`src/dcc_pkg.sv`:
```
// Shared constants and types for the DMA channel control block
package dcc_pkg;

  // Channel count
  localparam int NCH = 2;

  // Register byte offsets on the plain register port
  localparam logic [7:0] ADDR_CTRL0 = 8'h0C;
  localparam logic [7:0] ADDR_CTRL1 = 8'h1C;
  localparam logic [7:0] ADDR_STAT  = 8'h20;
  localparam logic [7:0] ADDR_MASK  = 8'h24;

  // Control register reset value and bit masks
  localparam logic [31:0] CTRL_RESET = 32'h0000_0000;
  localparam logic [31:0] CTRL_WMASK = 32'h0007_FF7D;
  localparam logic [31:0] CTRL_RMASK = 32'h0007_FF7F;

  // Control field positions
  localparam int POS_ACC_POL    = 18;
  localparam int POS_ACK_TIME   = 17;
  localparam int POS_ACK_POL    = 16;
  localparam int POS_DST_STEP   = 14;
  localparam int POS_SRC_STEP   = 12;
  localparam int POS_REQ_SRC    = 8;
  localparam int POS_REQ_SAMPLE = 6;
  localparam int POS_XFER_SIZE  = 3;
  localparam int POS_IRQ_EN     = 2;
  localparam int POS_END_FLAG   = 1;
  localparam int POS_CH_EN      = 0;

  // Request source codes
  localparam logic [3:0] SRC_EXT_DUAL = 4'h0;
  localparam logic [3:0] SRC_EXT_M2D  = 4'h2;
  localparam logic [3:0] SRC_EXT_D2M  = 4'h3;
  localparam logic [3:0] SRC_AUTO     = 4'h4;

  // Address step modes
  localparam logic [1:0] STEP_FIXED = 2'h0;
  localparam logic [1:0] STEP_INC   = 2'h1;
  localparam logic [1:0] STEP_DEC   = 2'h2;

  // Transfer sizes
  localparam logic [1:0] SIZE_BYTE = 2'h0;
  localparam logic [1:0] SIZE_WORD = 2'h1;

  // Channel sequencer states, Gray along idle-read-write-end
  typedef enum logic [1:0] {
    ST_IDLE = 2'b00,
    ST_RD   = 2'b01,
    ST_WR   = 2'b11,
    ST_END  = 2'b10
  } dcc_state_t;

  // Single address mode decode
  function automatic logic is_single(input logic [3:0] code);
    is_single = (code == SRC_EXT_M2D) || (code == SRC_EXT_D2M);
  endfunction : is_single

  // External request decode
  function automatic logic is_ext(input logic [3:0] code);
    is_ext = (code == SRC_EXT_DUAL) || is_single(code);
  endfunction : is_ext

endpackage : dcc_pkg

```
`src/dcc_top.sv`:
```
// Two-channel DMA control registers and transfer sequencing
//
// Summary of operation
// RULE1 - Bits 31..19 and bit 7 always read zero; software writes zero there.
// RULE2 - Power-on reset and standby entry clear both control registers.
// RULE3 - Transfer-end flag clears only by writing zero after reading one.
// RULE4 - Bit 18 picks accept strobe polarity: zero high, one low.
// RULE5 - Dual address: bit 17 puts acknowledge in read or write cycle.
// RULE6 - Single address: acknowledge is always driven for every transfer.
// RULE7 - Bit 16 picks acknowledge polarity: zero high, one low.
// RULE8 - Bits 15:14 keep, increment or decrement destination by transfer size.
// RULE9 - Bits 13:12 keep, increment or decrement source by 1, 2 or 4.
// RULE10 - Device-to-memory single address transfers ignore both step fields.
// RULE11 - Bits 11:8 choose external, auto or peripheral request source.
// RULE12 - Codes: 0 dual, 2 mem-to-dev, 3 dev-to-mem, 4 auto, others peripheral.
// RULE13 - Bit 6 picks low-level or falling-edge external request sampling.
// RULE14 - Transfers run only when enabled; count end sets flag, and interrupt when bit 2 is set; irq also needs the mask bit set.
// RULE15 - Reserved writes have no effect; value holds until rewrite or reset.
`timescale 1ns/1ps
module dcc_top (
  // Clock, reset and standby
  input  wire logic             clk,
  input  wire logic             sys_rst,
  input  wire logic             standby_enter,
  // Register port
  input  wire logic [7:0]       reg_addr,
  input  wire logic [31:0]      reg_wdata,
  input  wire logic             reg_wr,
  input  wire logic             reg_rd,
  output logic [31:0]           reg_rdata,
  // Request pins and peripheral events
  input  wire logic [1:0]       transfer_request_in_n,
  input  wire logic [15:0]      periph_evt,
  output logic [1:0]            request_accepted_strobe,
  output logic [1:0]            transfer_ack_out,
  // Address and count interface
  input  wire logic [1:0]       count_last,
  output logic [1:0]            xfer_done,
  output logic [1:0][3:0]       src_step,
  output logic [1:0][3:0]       dst_step,
  // Interrupt
  output logic                  irq
);

  // All state of the block in one word
  typedef struct packed {
    // Software-visible control, one word per channel
    logic [1:0][31:0]           ctrl;
    // Flag read back as one, so a zero write may clear it
    logic [1:0]                 end_seen;
    // Per-channel transfer sequencers
    dcc_pkg::dcc_state_t [1:0]  st;
    // Pin strobes before polarity
    logic [1:0]                 acc;
    logic [1:0]                 ack;
    // Transfer end pulses and latched steps
    logic [1:0]                 done;
    logic [1:0][3:0]            sstep;
    logic [1:0][3:0]            dstep;
    // Interrupt status and mask
    logic [1:0]                 stat;
    logic [1:0]                 mask;
    // Read data, one cycle after the strobe
    logic [31:0]                rdata;
  } dcc_regs_t;

  dcc_regs_t        q;
  dcc_regs_t        d;
  logic [1:0]       pend;
  logic [1:0]       take;
  logic [1:0][3:0]  s_calc;
  logic [1:0][3:0]  d_calc;

  // Control register address for a channel
  function automatic logic ctrl_hit(input logic [7:0] a,
                                    input int         c);
    if (c == 0) begin
      ctrl_hit = (a == dcc_pkg::ADDR_CTRL0);
    end else begin
      ctrl_hit = (a == dcc_pkg::ADDR_CTRL1);
    end
  endfunction : ctrl_hit

  // Request source field of a control word
  function automatic logic [3:0] src_of(input logic [31:0] w);
    src_of = w[dcc_pkg::POS_REQ_SRC +: 4];
  endfunction : src_of

  // Control word as software reads it
  function automatic logic [31:0] ctrl_view(input logic [31:0] w);
    ctrl_view = w & dcc_pkg::CTRL_RMASK; // RULE1
  endfunction : ctrl_view

  // Control word after a write; reserved bits are kept, flag bit kept unless armed and zero is written
  function automatic logic [31:0] ctrl_write(input logic [31:0] old,
                                             input logic [31:0] wdata,
                                             input logic        armed);
    logic [31:0] keep;
    keep       = old & ~dcc_pkg::CTRL_WMASK; // RULE15
    ctrl_write = (wdata & dcc_pkg::CTRL_WMASK) | keep; // RULE1
    if (armed && !wdata[dcc_pkg::POS_END_FLAG]) begin
      ctrl_write[dcc_pkg::POS_END_FLAG] = 1'b0; // RULE3
    end
  endfunction : ctrl_write

  // First state after a request is taken
  function automatic dcc_pkg::dcc_state_t entry_state(input logic single);
    if (single) begin
      entry_state = dcc_pkg::ST_WR;
    end else begin
      entry_state = dcc_pkg::ST_RD;
    end
  endfunction : entry_state

  // Sequencer state that carries the acknowledge
  function automatic logic ack_cycle(input logic                single,
                                     input logic                late,
                                     input dcc_pkg::dcc_state_t st);
    if (single) begin
      ack_cycle = (st == dcc_pkg::ST_WR); // RULE6
    end else if (late) begin
      ack_cycle = (st == dcc_pkg::ST_WR); // RULE5
    end else begin
      ack_cycle = (st == dcc_pkg::ST_RD); // RULE5
    end
  endfunction : ack_cycle

  // Per-channel request detection and step computation
  for (genvar g = 0; g < dcc_pkg::NCH; g++) begin : g_ch
    logic [3:0] src;
    logic       ign;

    assign src = src_of(q.ctrl[g]); // RULE11
    assign ign = (src == dcc_pkg::SRC_EXT_D2M); // RULE10

    dcc_req_detect u_req (
      .clk                   (clk),
      .sys_rst               (sys_rst),
      .clear                 (standby_enter),
      .transfer_request_in_n (transfer_request_in_n[g]),
      .periph_evt            (periph_evt),
      .source                (src),
      .sample_sel            (q.ctrl[g][dcc_pkg::POS_REQ_SAMPLE]),
      .enable                (q.ctrl[g][dcc_pkg::POS_CH_EN]),
      .take                  (take[g]),
      .pending               (pend[g])
    );

    dcc_step u_src (
      .mode   (q.ctrl[g][dcc_pkg::POS_SRC_STEP +: 2]), // RULE9
      .size   (q.ctrl[g][dcc_pkg::POS_XFER_SIZE +: 2]),
      .ignore (ign),
      .step   (s_calc[g])
    );

    dcc_step u_dst (
      .mode   (q.ctrl[g][dcc_pkg::POS_DST_STEP +: 2]), // RULE8
      .size   (q.ctrl[g][dcc_pkg::POS_XFER_SIZE +: 2]),
      .ignore (ign),
      .step   (d_calc[g])
    );
  end

  // Next-state logic: bus access, sequencers, status
  always_comb begin
    logic [3:0]  src;
    logic        single;
    logic        run;
    logic        late;
    src    = 4'h0;
    single = 1'b0;
    run    = 1'b0;
    late   = 1'b0;
    d      = q;
    take   = 2'b00;
    d.acc  = 2'b00;
    d.done = 2'b00;
    d.rdata = 32'h0000_0000;

    // Register reads, data in the following cycle only
    if (reg_rd) begin
      for (int c = 0; c < dcc_pkg::NCH; c++) begin
        if (ctrl_hit(reg_addr, c)) begin
          d.rdata = ctrl_view(q.ctrl[c]); // RULE1
          if (q.ctrl[c][dcc_pkg::POS_END_FLAG]) begin
            d.end_seen[c] = 1'b1; // RULE3
          end
        end
      end
      if (reg_addr == dcc_pkg::ADDR_STAT) begin
        d.rdata[1:0] = q.stat;
        d.stat       = 2'b00;
      end
      if (reg_addr == dcc_pkg::ADDR_MASK) begin
        d.rdata[1:0] = q.mask;
      end
    end

    // Register writes
    if (reg_wr) begin
      for (int c = 0; c < dcc_pkg::NCH; c++) begin
        if (ctrl_hit(reg_addr, c)) begin
          d.ctrl[c] = ctrl_write(q.ctrl[c], reg_wdata, q.end_seen[c]); // RULE15
          if (!reg_wdata[dcc_pkg::POS_END_FLAG] && q.end_seen[c]) begin
            d.end_seen[c] = 1'b0; // RULE3
          end
        end
      end
      if (reg_addr == dcc_pkg::ADDR_MASK) begin
        d.mask = reg_wdata[1:0];
      end
    end

    // Channel sequencers
    for (int c = 0; c < dcc_pkg::NCH; c++) begin
      src    = src_of(q.ctrl[c]);
      single = dcc_pkg::is_single(src); // RULE12
      late   = q.ctrl[c][dcc_pkg::POS_ACK_TIME];
      run    = q.ctrl[c][dcc_pkg::POS_CH_EN] && !q.ctrl[c][dcc_pkg::POS_END_FLAG];
      case (q.st[c])
        dcc_pkg::ST_IDLE: begin
          if (run && pend[c]) begin // RULE14
            take[c]  = 1'b1;
            d.acc[c] = 1'b1;
            d.st[c]  = entry_state(single);
          end
        end
        dcc_pkg::ST_RD: begin
          d.st[c] = dcc_pkg::ST_WR;
        end
        dcc_pkg::ST_WR: begin
          d.st[c] = dcc_pkg::ST_END;
        end
        dcc_pkg::ST_END: begin
          d.st[c]    = dcc_pkg::ST_IDLE;
          d.done[c]  = 1'b1;
          d.sstep[c] = s_calc[c]; // RULE9
          d.dstep[c] = d_calc[c]; // RULE8
          if (count_last[c]) begin
            d.ctrl[c][dcc_pkg::POS_END_FLAG] = 1'b1; // RULE14
            d.end_seen[c]                    = 1'b0;
            if (q.ctrl[c][dcc_pkg::POS_IRQ_EN]) begin
              d.stat[c] = 1'b1; // RULE14
            end
          end
        end
        default: begin
          d.st[c] = dcc_pkg::ST_IDLE;
        end
      endcase

      // Acknowledge cycle placement
      d.ack[c] = ack_cycle(single, late, d.st[c]); // RULE5 RULE6
    end

    // Standby entry clears everything
    if (standby_enter) begin
      d = '0; // RULE2
    end
  end

  // State register
  always_ff @(posedge clk or posedge sys_rst) begin
    if (sys_rst) begin
      q <= '0; // RULE2
    end else begin
      q <= d;
    end
  end

  // Output polarity and interrupt
  always_comb begin
    for (int c = 0; c < dcc_pkg::NCH; c++) begin
      request_accepted_strobe[c] = q.acc[c] ^ q.ctrl[c][dcc_pkg::POS_ACC_POL]; // RULE4
      transfer_ack_out[c]        = q.ack[c] ^ q.ctrl[c][dcc_pkg::POS_ACK_POL]; // RULE7
    end
  end

  assign irq       = |(q.stat & q.mask);
  assign reg_rdata = q.rdata;
  assign xfer_done = q.done;
  assign src_step  = q.sstep;
  assign dst_step  = q.dstep;

endmodule : dcc_top

```
`src/dcc_step.sv`:
```
// Address step value from step mode and transfer size
`timescale 1ns/1ps
module dcc_step (
  // Field inputs
  input  wire logic [1:0] mode,
  input  wire logic [1:0] size,
  input  wire logic       ignore,
  // Signed step
  output logic signed [3:0] step
);

  logic signed [3:0] mag;

  // Magnitude by size, sign by mode
  always_comb begin
    case (size)
      dcc_pkg::SIZE_BYTE: mag = 4'sh1;
      dcc_pkg::SIZE_WORD: mag = 4'sh2;
      default:            mag = 4'sh4;
    endcase
    if (ignore) begin
      step = 4'sh0;
    end else if (mode == dcc_pkg::STEP_INC) begin
      step = mag;
    end else if (mode == dcc_pkg::STEP_DEC) begin
      step = -mag;
    end else begin
      step = 4'sh0;
    end
  end

endmodule : dcc_step

```
`src/dcc_req_detect.sv`:
```
// Transfer request detection for one channel
`timescale 1ns/1ps
module dcc_req_detect (
  // Clock and reset
  input  wire logic        clk,
  input  wire logic        sys_rst,
  input  wire logic        clear,
  // Request inputs
  input  wire logic        transfer_request_in_n,
  input  wire logic [15:0] periph_evt,
  // Control fields
  input  wire logic [3:0]  source,
  input  wire logic        sample_sel,
  input  wire logic        enable,
  input  wire logic        take,
  // Request out
  output logic             pending
);

  typedef struct packed {
    logic prev_n;
    logic pend;
  } dcc_rq_t;

  dcc_rq_t q;
  dcc_rq_t d;
  logic    ext;
  logic    hit;

  // Edge or event capture, level mode passes through
  always_comb begin
    d        = q;
    ext      = dcc_pkg::is_ext(source);
    d.prev_n = transfer_request_in_n;
    if (ext) begin
      hit = q.prev_n && !transfer_request_in_n;
    end else begin
      hit = periph_evt[source];
    end
    d.pend = enable && (q.pend || hit) && !take;
    if (clear) begin
      d.pend = 1'b0;
    end
    if (source == dcc_pkg::SRC_AUTO) begin
      pending = enable;
    end else if (ext && !sample_sel) begin
      pending = enable && !transfer_request_in_n; // RULE13
    end else begin
      pending = q.pend; // RULE13
    end
  end

  // State register
  always_ff @(posedge clk or posedge sys_rst) begin
    if (sys_rst) begin
      q <= '{prev_n: 1'b1, pend: 1'b0};
    end else begin
      q <= d;
    end
  end

endmodule : dcc_req_detect

```
`config.mk`:
```
export PLATFORM = sky130hd
export DESIGN_NAME = dcc_top
export DESIGN_NICKNAME = d
export VERILOG_FILES = /design/src/dcc_pkg.sv /design/src/dcc_top.sv /design/src/dcc_step.sv /design/src/dcc_req_detect.sv
export SDC_FILE = /design/constraint.sdc
export NUM_CORES = 1
export LEC_CHECK = 0
export BUFFER_PORTS_ARGS = -buffer_cell sky130_fd_sc_hd__buf_4
export CAP_MARGIN = 20
export CORE_ASPECT_RATIO = 0.75
export CORE_MARGIN = 2
export CORE_UTILIZATION = 57
export DETAILED_ROUTE_END_ITERATION = 12
export GPL_TIMING_DRIVEN = 1
export PLACE_DENSITY = 0.94
export SLEW_MARGIN = 40
export SYNTH_ARGS = -nofsm -noshare
export SYNTH_HDL_FRONTEND = slang
export SYNTH_SLANG_ARGS = --single-unit
```
`constraint.sdc`:
```
create_clock -name clk -period 3.7 [get_ports clk]
set_input_delay 0.185 -clock clk [delete_from_list [all_inputs] [get_ports clk]]
set_output_delay 0.185 -clock clk [all_outputs]
set_load 0.01 [all_outputs]
```
==> flow_metrics.py <==
metrics = {
    "logic_synthesis": {
        "synthArstFlopShare": 1.00,
        "synth-seq-cells": 90,
        "yosysWarnings": 0,
        "synth_edf_count": 0,
        "synth_cell_types": 54,
        "syn_inst": 436,
        "synth_area_um2": 4660,
        "post_synth.cell_area_avg_um2": 10.7,
        "synthFlopType": "dfrtp_1",
        "ys_seq_area_frac": 0.483,
    },
    "power": {
        "switchingPower_mw": 0.425,
        "swShare": 0.237,
        "p_int_mw": 1.37,
        "p_comb_frac": 0.067,
        "fin_total_pwr_mw": 1.79,
        "leakagePower_nw": 2.72,
        "clkPwrFrac": 0.382,
        "seqPwrFrac": 0.551,
        "p_per_area_nw_per_um2": 340,
        "ir_drop_mv": 0.217,
    },
    "timing": {
        "finalHoldViolCount": 0,
        "fin_setup_tns_ps": 0,
        "layout_min_cycle_time_ps": 2090,
        "drv_slew": 0,
        "max-slew-margin-rel": 0.378,
        "rsz0062_at_grt": "false",
        "skew_ps": 12.2,
        "setup_viol": 0,
        "fin_crit_sh": 0.566,
        "worst_pin_slew_ps": 926,
        "holdWs_ps": 18.6,
        "timing.fmax_mhz": 478,
    },
    "cts": {
        "root_buffer": "clkbuf_8",
        "worstSkewPairLatency_ps": 370,
        "htree_levels": 3,
        "cts_tree": "yes",
        "cts_buffer_depth": 2,
        "clk_pin_slew_ps": 90,
        "numCtsBuffers": 9,
        "clock-sinks": 90,
    },
    "placement": {
        "routabilityCongestion": 0.895,
        "dpl.cell_count": 574,
        "place_area_um2": 5000,
        "dp_hpwl_um": 7320,
        "port_buffers": 88,
    },
    "critical_path": {
        "crit_family": "simple AND/OR/NAND/NOR gates",
        "critPathRequiredTime_ps": 3930,
        "critPathKind": "in2reg",
        "cpMostUsedCell": "buf_4",
        "reg2reg_setup_slack_ps": 1630,
        "critPathMaxStageDelay_ps": 610,
        "crit_path_max_fanout": 10,
        "cp_slowest_cell": "or4_4",
        "crit_arrival_ps": 2320,
        "crit_path_end_kind": "flip-flop",
        "crit_buf_inv": 2,
        "r2r_end": "src_step[0]$_DFFE_PP0P_",
        "r2r_cells": 5,
        "startpoint_type": "input pin",
        "timing.critical_path.cells": "buf_4 -> or4_4 -> nor2_4 -> nand3_1 -> buf_4 -> mux2i_1 -> nor2_1",
        "r2r_start": "g_ch[0].src[2]$_DFFE_PP0P_",
        "startpoint": "reg_addr[1]",
    },
    "routing": {
        "wirelength_um": 10500,
        "vias": 3486,
        "via_per_inst": 5.86,
        "drc": 0,
        "drt_first_iter_violations": 247,
        "wl_per_cell_um": 17.6,
        "ant_nets": 0,
        "drt-pass1-iter-count": 4,
    },
    "cells_and_area": {
        "fin_nets": 550,
        "drive_above_1_share": 0.271,
        "layout.cells.non_filler": 595,
        "final_common_cell": "buf_4",
        "mostFrequentLayoutCells": "buf_4, dfrtp_1, nor2_1",
        "n_antenna_cell": 0,
        "area_delta_synth_final_pct": 12.8,
        "stdcell_area_um2": 5260,
    },
    "floorplan": {
        "die_y_um": 82.3,
        "rows": 28,
        "fp.dieArea_um2": 8930,
        "initial_core_util": 0.589,
        "die_w_um": 108,
        "coreArea_um2": 7920,
        "io_pins": 120,
    },
    "grt": {
        "grt_pass1_vias": 3402,
        "grt_pass1_wl_um": 16800,
        "antenna_found_initial": 0,
        "grt-ovfl-total": 0,
        "grt_max_degree": 61,
        "track_usage": 0.249,
    },
    "hold_path": {
        "holdPathStages": 2,
        "hold_class": "in2reg",
        "worstHoldEndpoint": "q[62]$_DFF_PP0_",
        "worstHoldStart": "count_last[0]",
    },
    "flow_run": {
        "maxCapViolCount": 0,
    },
    "status": {
        "status": "finished clean",
    },
}
## worst reg2reg max path: stages, from the launching register on
cell,delay [ps]
dfrtp_1,570
nor2_1,130
a311oi_1,800
nand2b_1,190
nor2_1,180
a22o_1,140
## registers in the layout, indices dropped and copies added, names as in the netlist
signal and flops:
g_ch.u_req.q 4, src_step 8, g_ch.src 8, xfer_done 2, reg_rdata 18, q 42
dst_step 8
## power by group through the flow
stage	Clock [mW]	Sequential (mW)	Combinational (mW)
final	0.685	0.986	0.120
after detailed placement	0	1.01	0.117
after floorplan	0	1.01	0.0664
after global placement	0	1.01	0.114
after global routing	0.743	0.987	0.131
after CTS	0.694	0.986	0.120
## per-layer routing
| metal | part of all wire | global-route usage | vias up |
|---|---|---|---|
| met3 | 0.072 | 0.0612 | 14 |
| li1 | - | - | 1561 |
| met1 | 0.44 | 0.334 | 1747 |
| met4 | 0.012 | 0.0795 | 0 |
| met5 | 0 | 0 | - |
| met2 | 0.48 | 0.403 | 164 |
## final cells by class
| cell class | instances | area (um^2) |
|---|---|---|
| clock buffer | 10 | 138 |
| clock inverter | 6 | 65.1 |
| fill | 584 | 2660 |
| inverter | 7 | 31.3 |
| multi-input combinational | 281 | 1900 |
| sequential | 90 | 2250 |
| tap | 105 | 131 |
| timing repair buffer | 96 | 736 |
## logic make-up after synthesis
kind of cell	count (synthesis)	synth area share
AO/OA/AOI/OAI	75	0.120
XOR/XNOR	6	0.0113
buffers and inverters	78	0.119
flip-flops	90	0.483
multiplexers	45	0.111
other	1	0.000804
AND/OR/NAND/NOR	141	0.155
## worst max-delay path by stage
stage | endpoint | slack (ps) | cells past startpoint
detailed placement | q[102]$_DFFE_PP0P_ | 1240 | 7
finish | q[102]$_DFFE_PP0P_ | 1610 | 7
CTS | q[102]$_DFFE_PP0P_ | 1630 | 7
floorplan | dst_step[0]$_DFFE_PP0P_ | 1180 | 1
global route | src_step[0]$_DFFE_PP0P_ | 1530 | 5
global placement | q[112]$_DFFE_PP0P_ | 1350 | 7
## synth_stat cells (3+ instances only)
| cell | count | area, um^2 |
|---|---|---|
| a22oi_1 | 19 | 143 |
| buf_4 | 51 | 383 |
| buf_2 | 5 | 25.0 |
| dfrtp_1 | 88 | 2200 |
| clkbuf_1 | 8 | 30.0 |
| mux4_2 | 5 | 113 |
| nand4b_1 | 4 | 35.0 |
| nand2_1 | 14 | 52.6 |
| mux2i_1 | 36 | 360 |
| a21oi_1 | 12 | 60.1 |
| mux2_2 | 4 | 45.0 |
| buf_6 | 4 | 45.0 |
| a32oi_1 | 3 | 26.3 |
| nor2_1 | 79 | 297 |
| xor2_1 | 4 | 35.0 |
| inv_1 | 7 | 26.3 |
| nand3b_1 | 5 | 37.5 |
| o21ai_0 | 8 | 40.0 |
| nand2b_1 | 7 | 43.8 |
| nor2b_1 | 11 | 68.8 |
| a22o_1 | 11 | 96.3 |
| or2_2 | 4 | 25.0 |
## metrics by stage
step	util	worst slack [ps]
6_report	0.664	1610
3_5_place_dp	0.632	1240
5_1_grt	0.664	1530
4_1_cts	0.662	1630
3_3_place_gp	0.632	1350
2_1_floorplan	-	1180
## what timing repair did
| action | CTS | global route |
|---|---|---|
| hold buffers | 3 | 0 |
| hold endpoints to repair | 59 | 0 |
| endpoints found under the setup margin | 0 | 0 |
| gates resized for setup | 0 | 0 |
| buffers inserted | 0 | 0 |
Note: power is estimated with default switching activity, not from simulation.
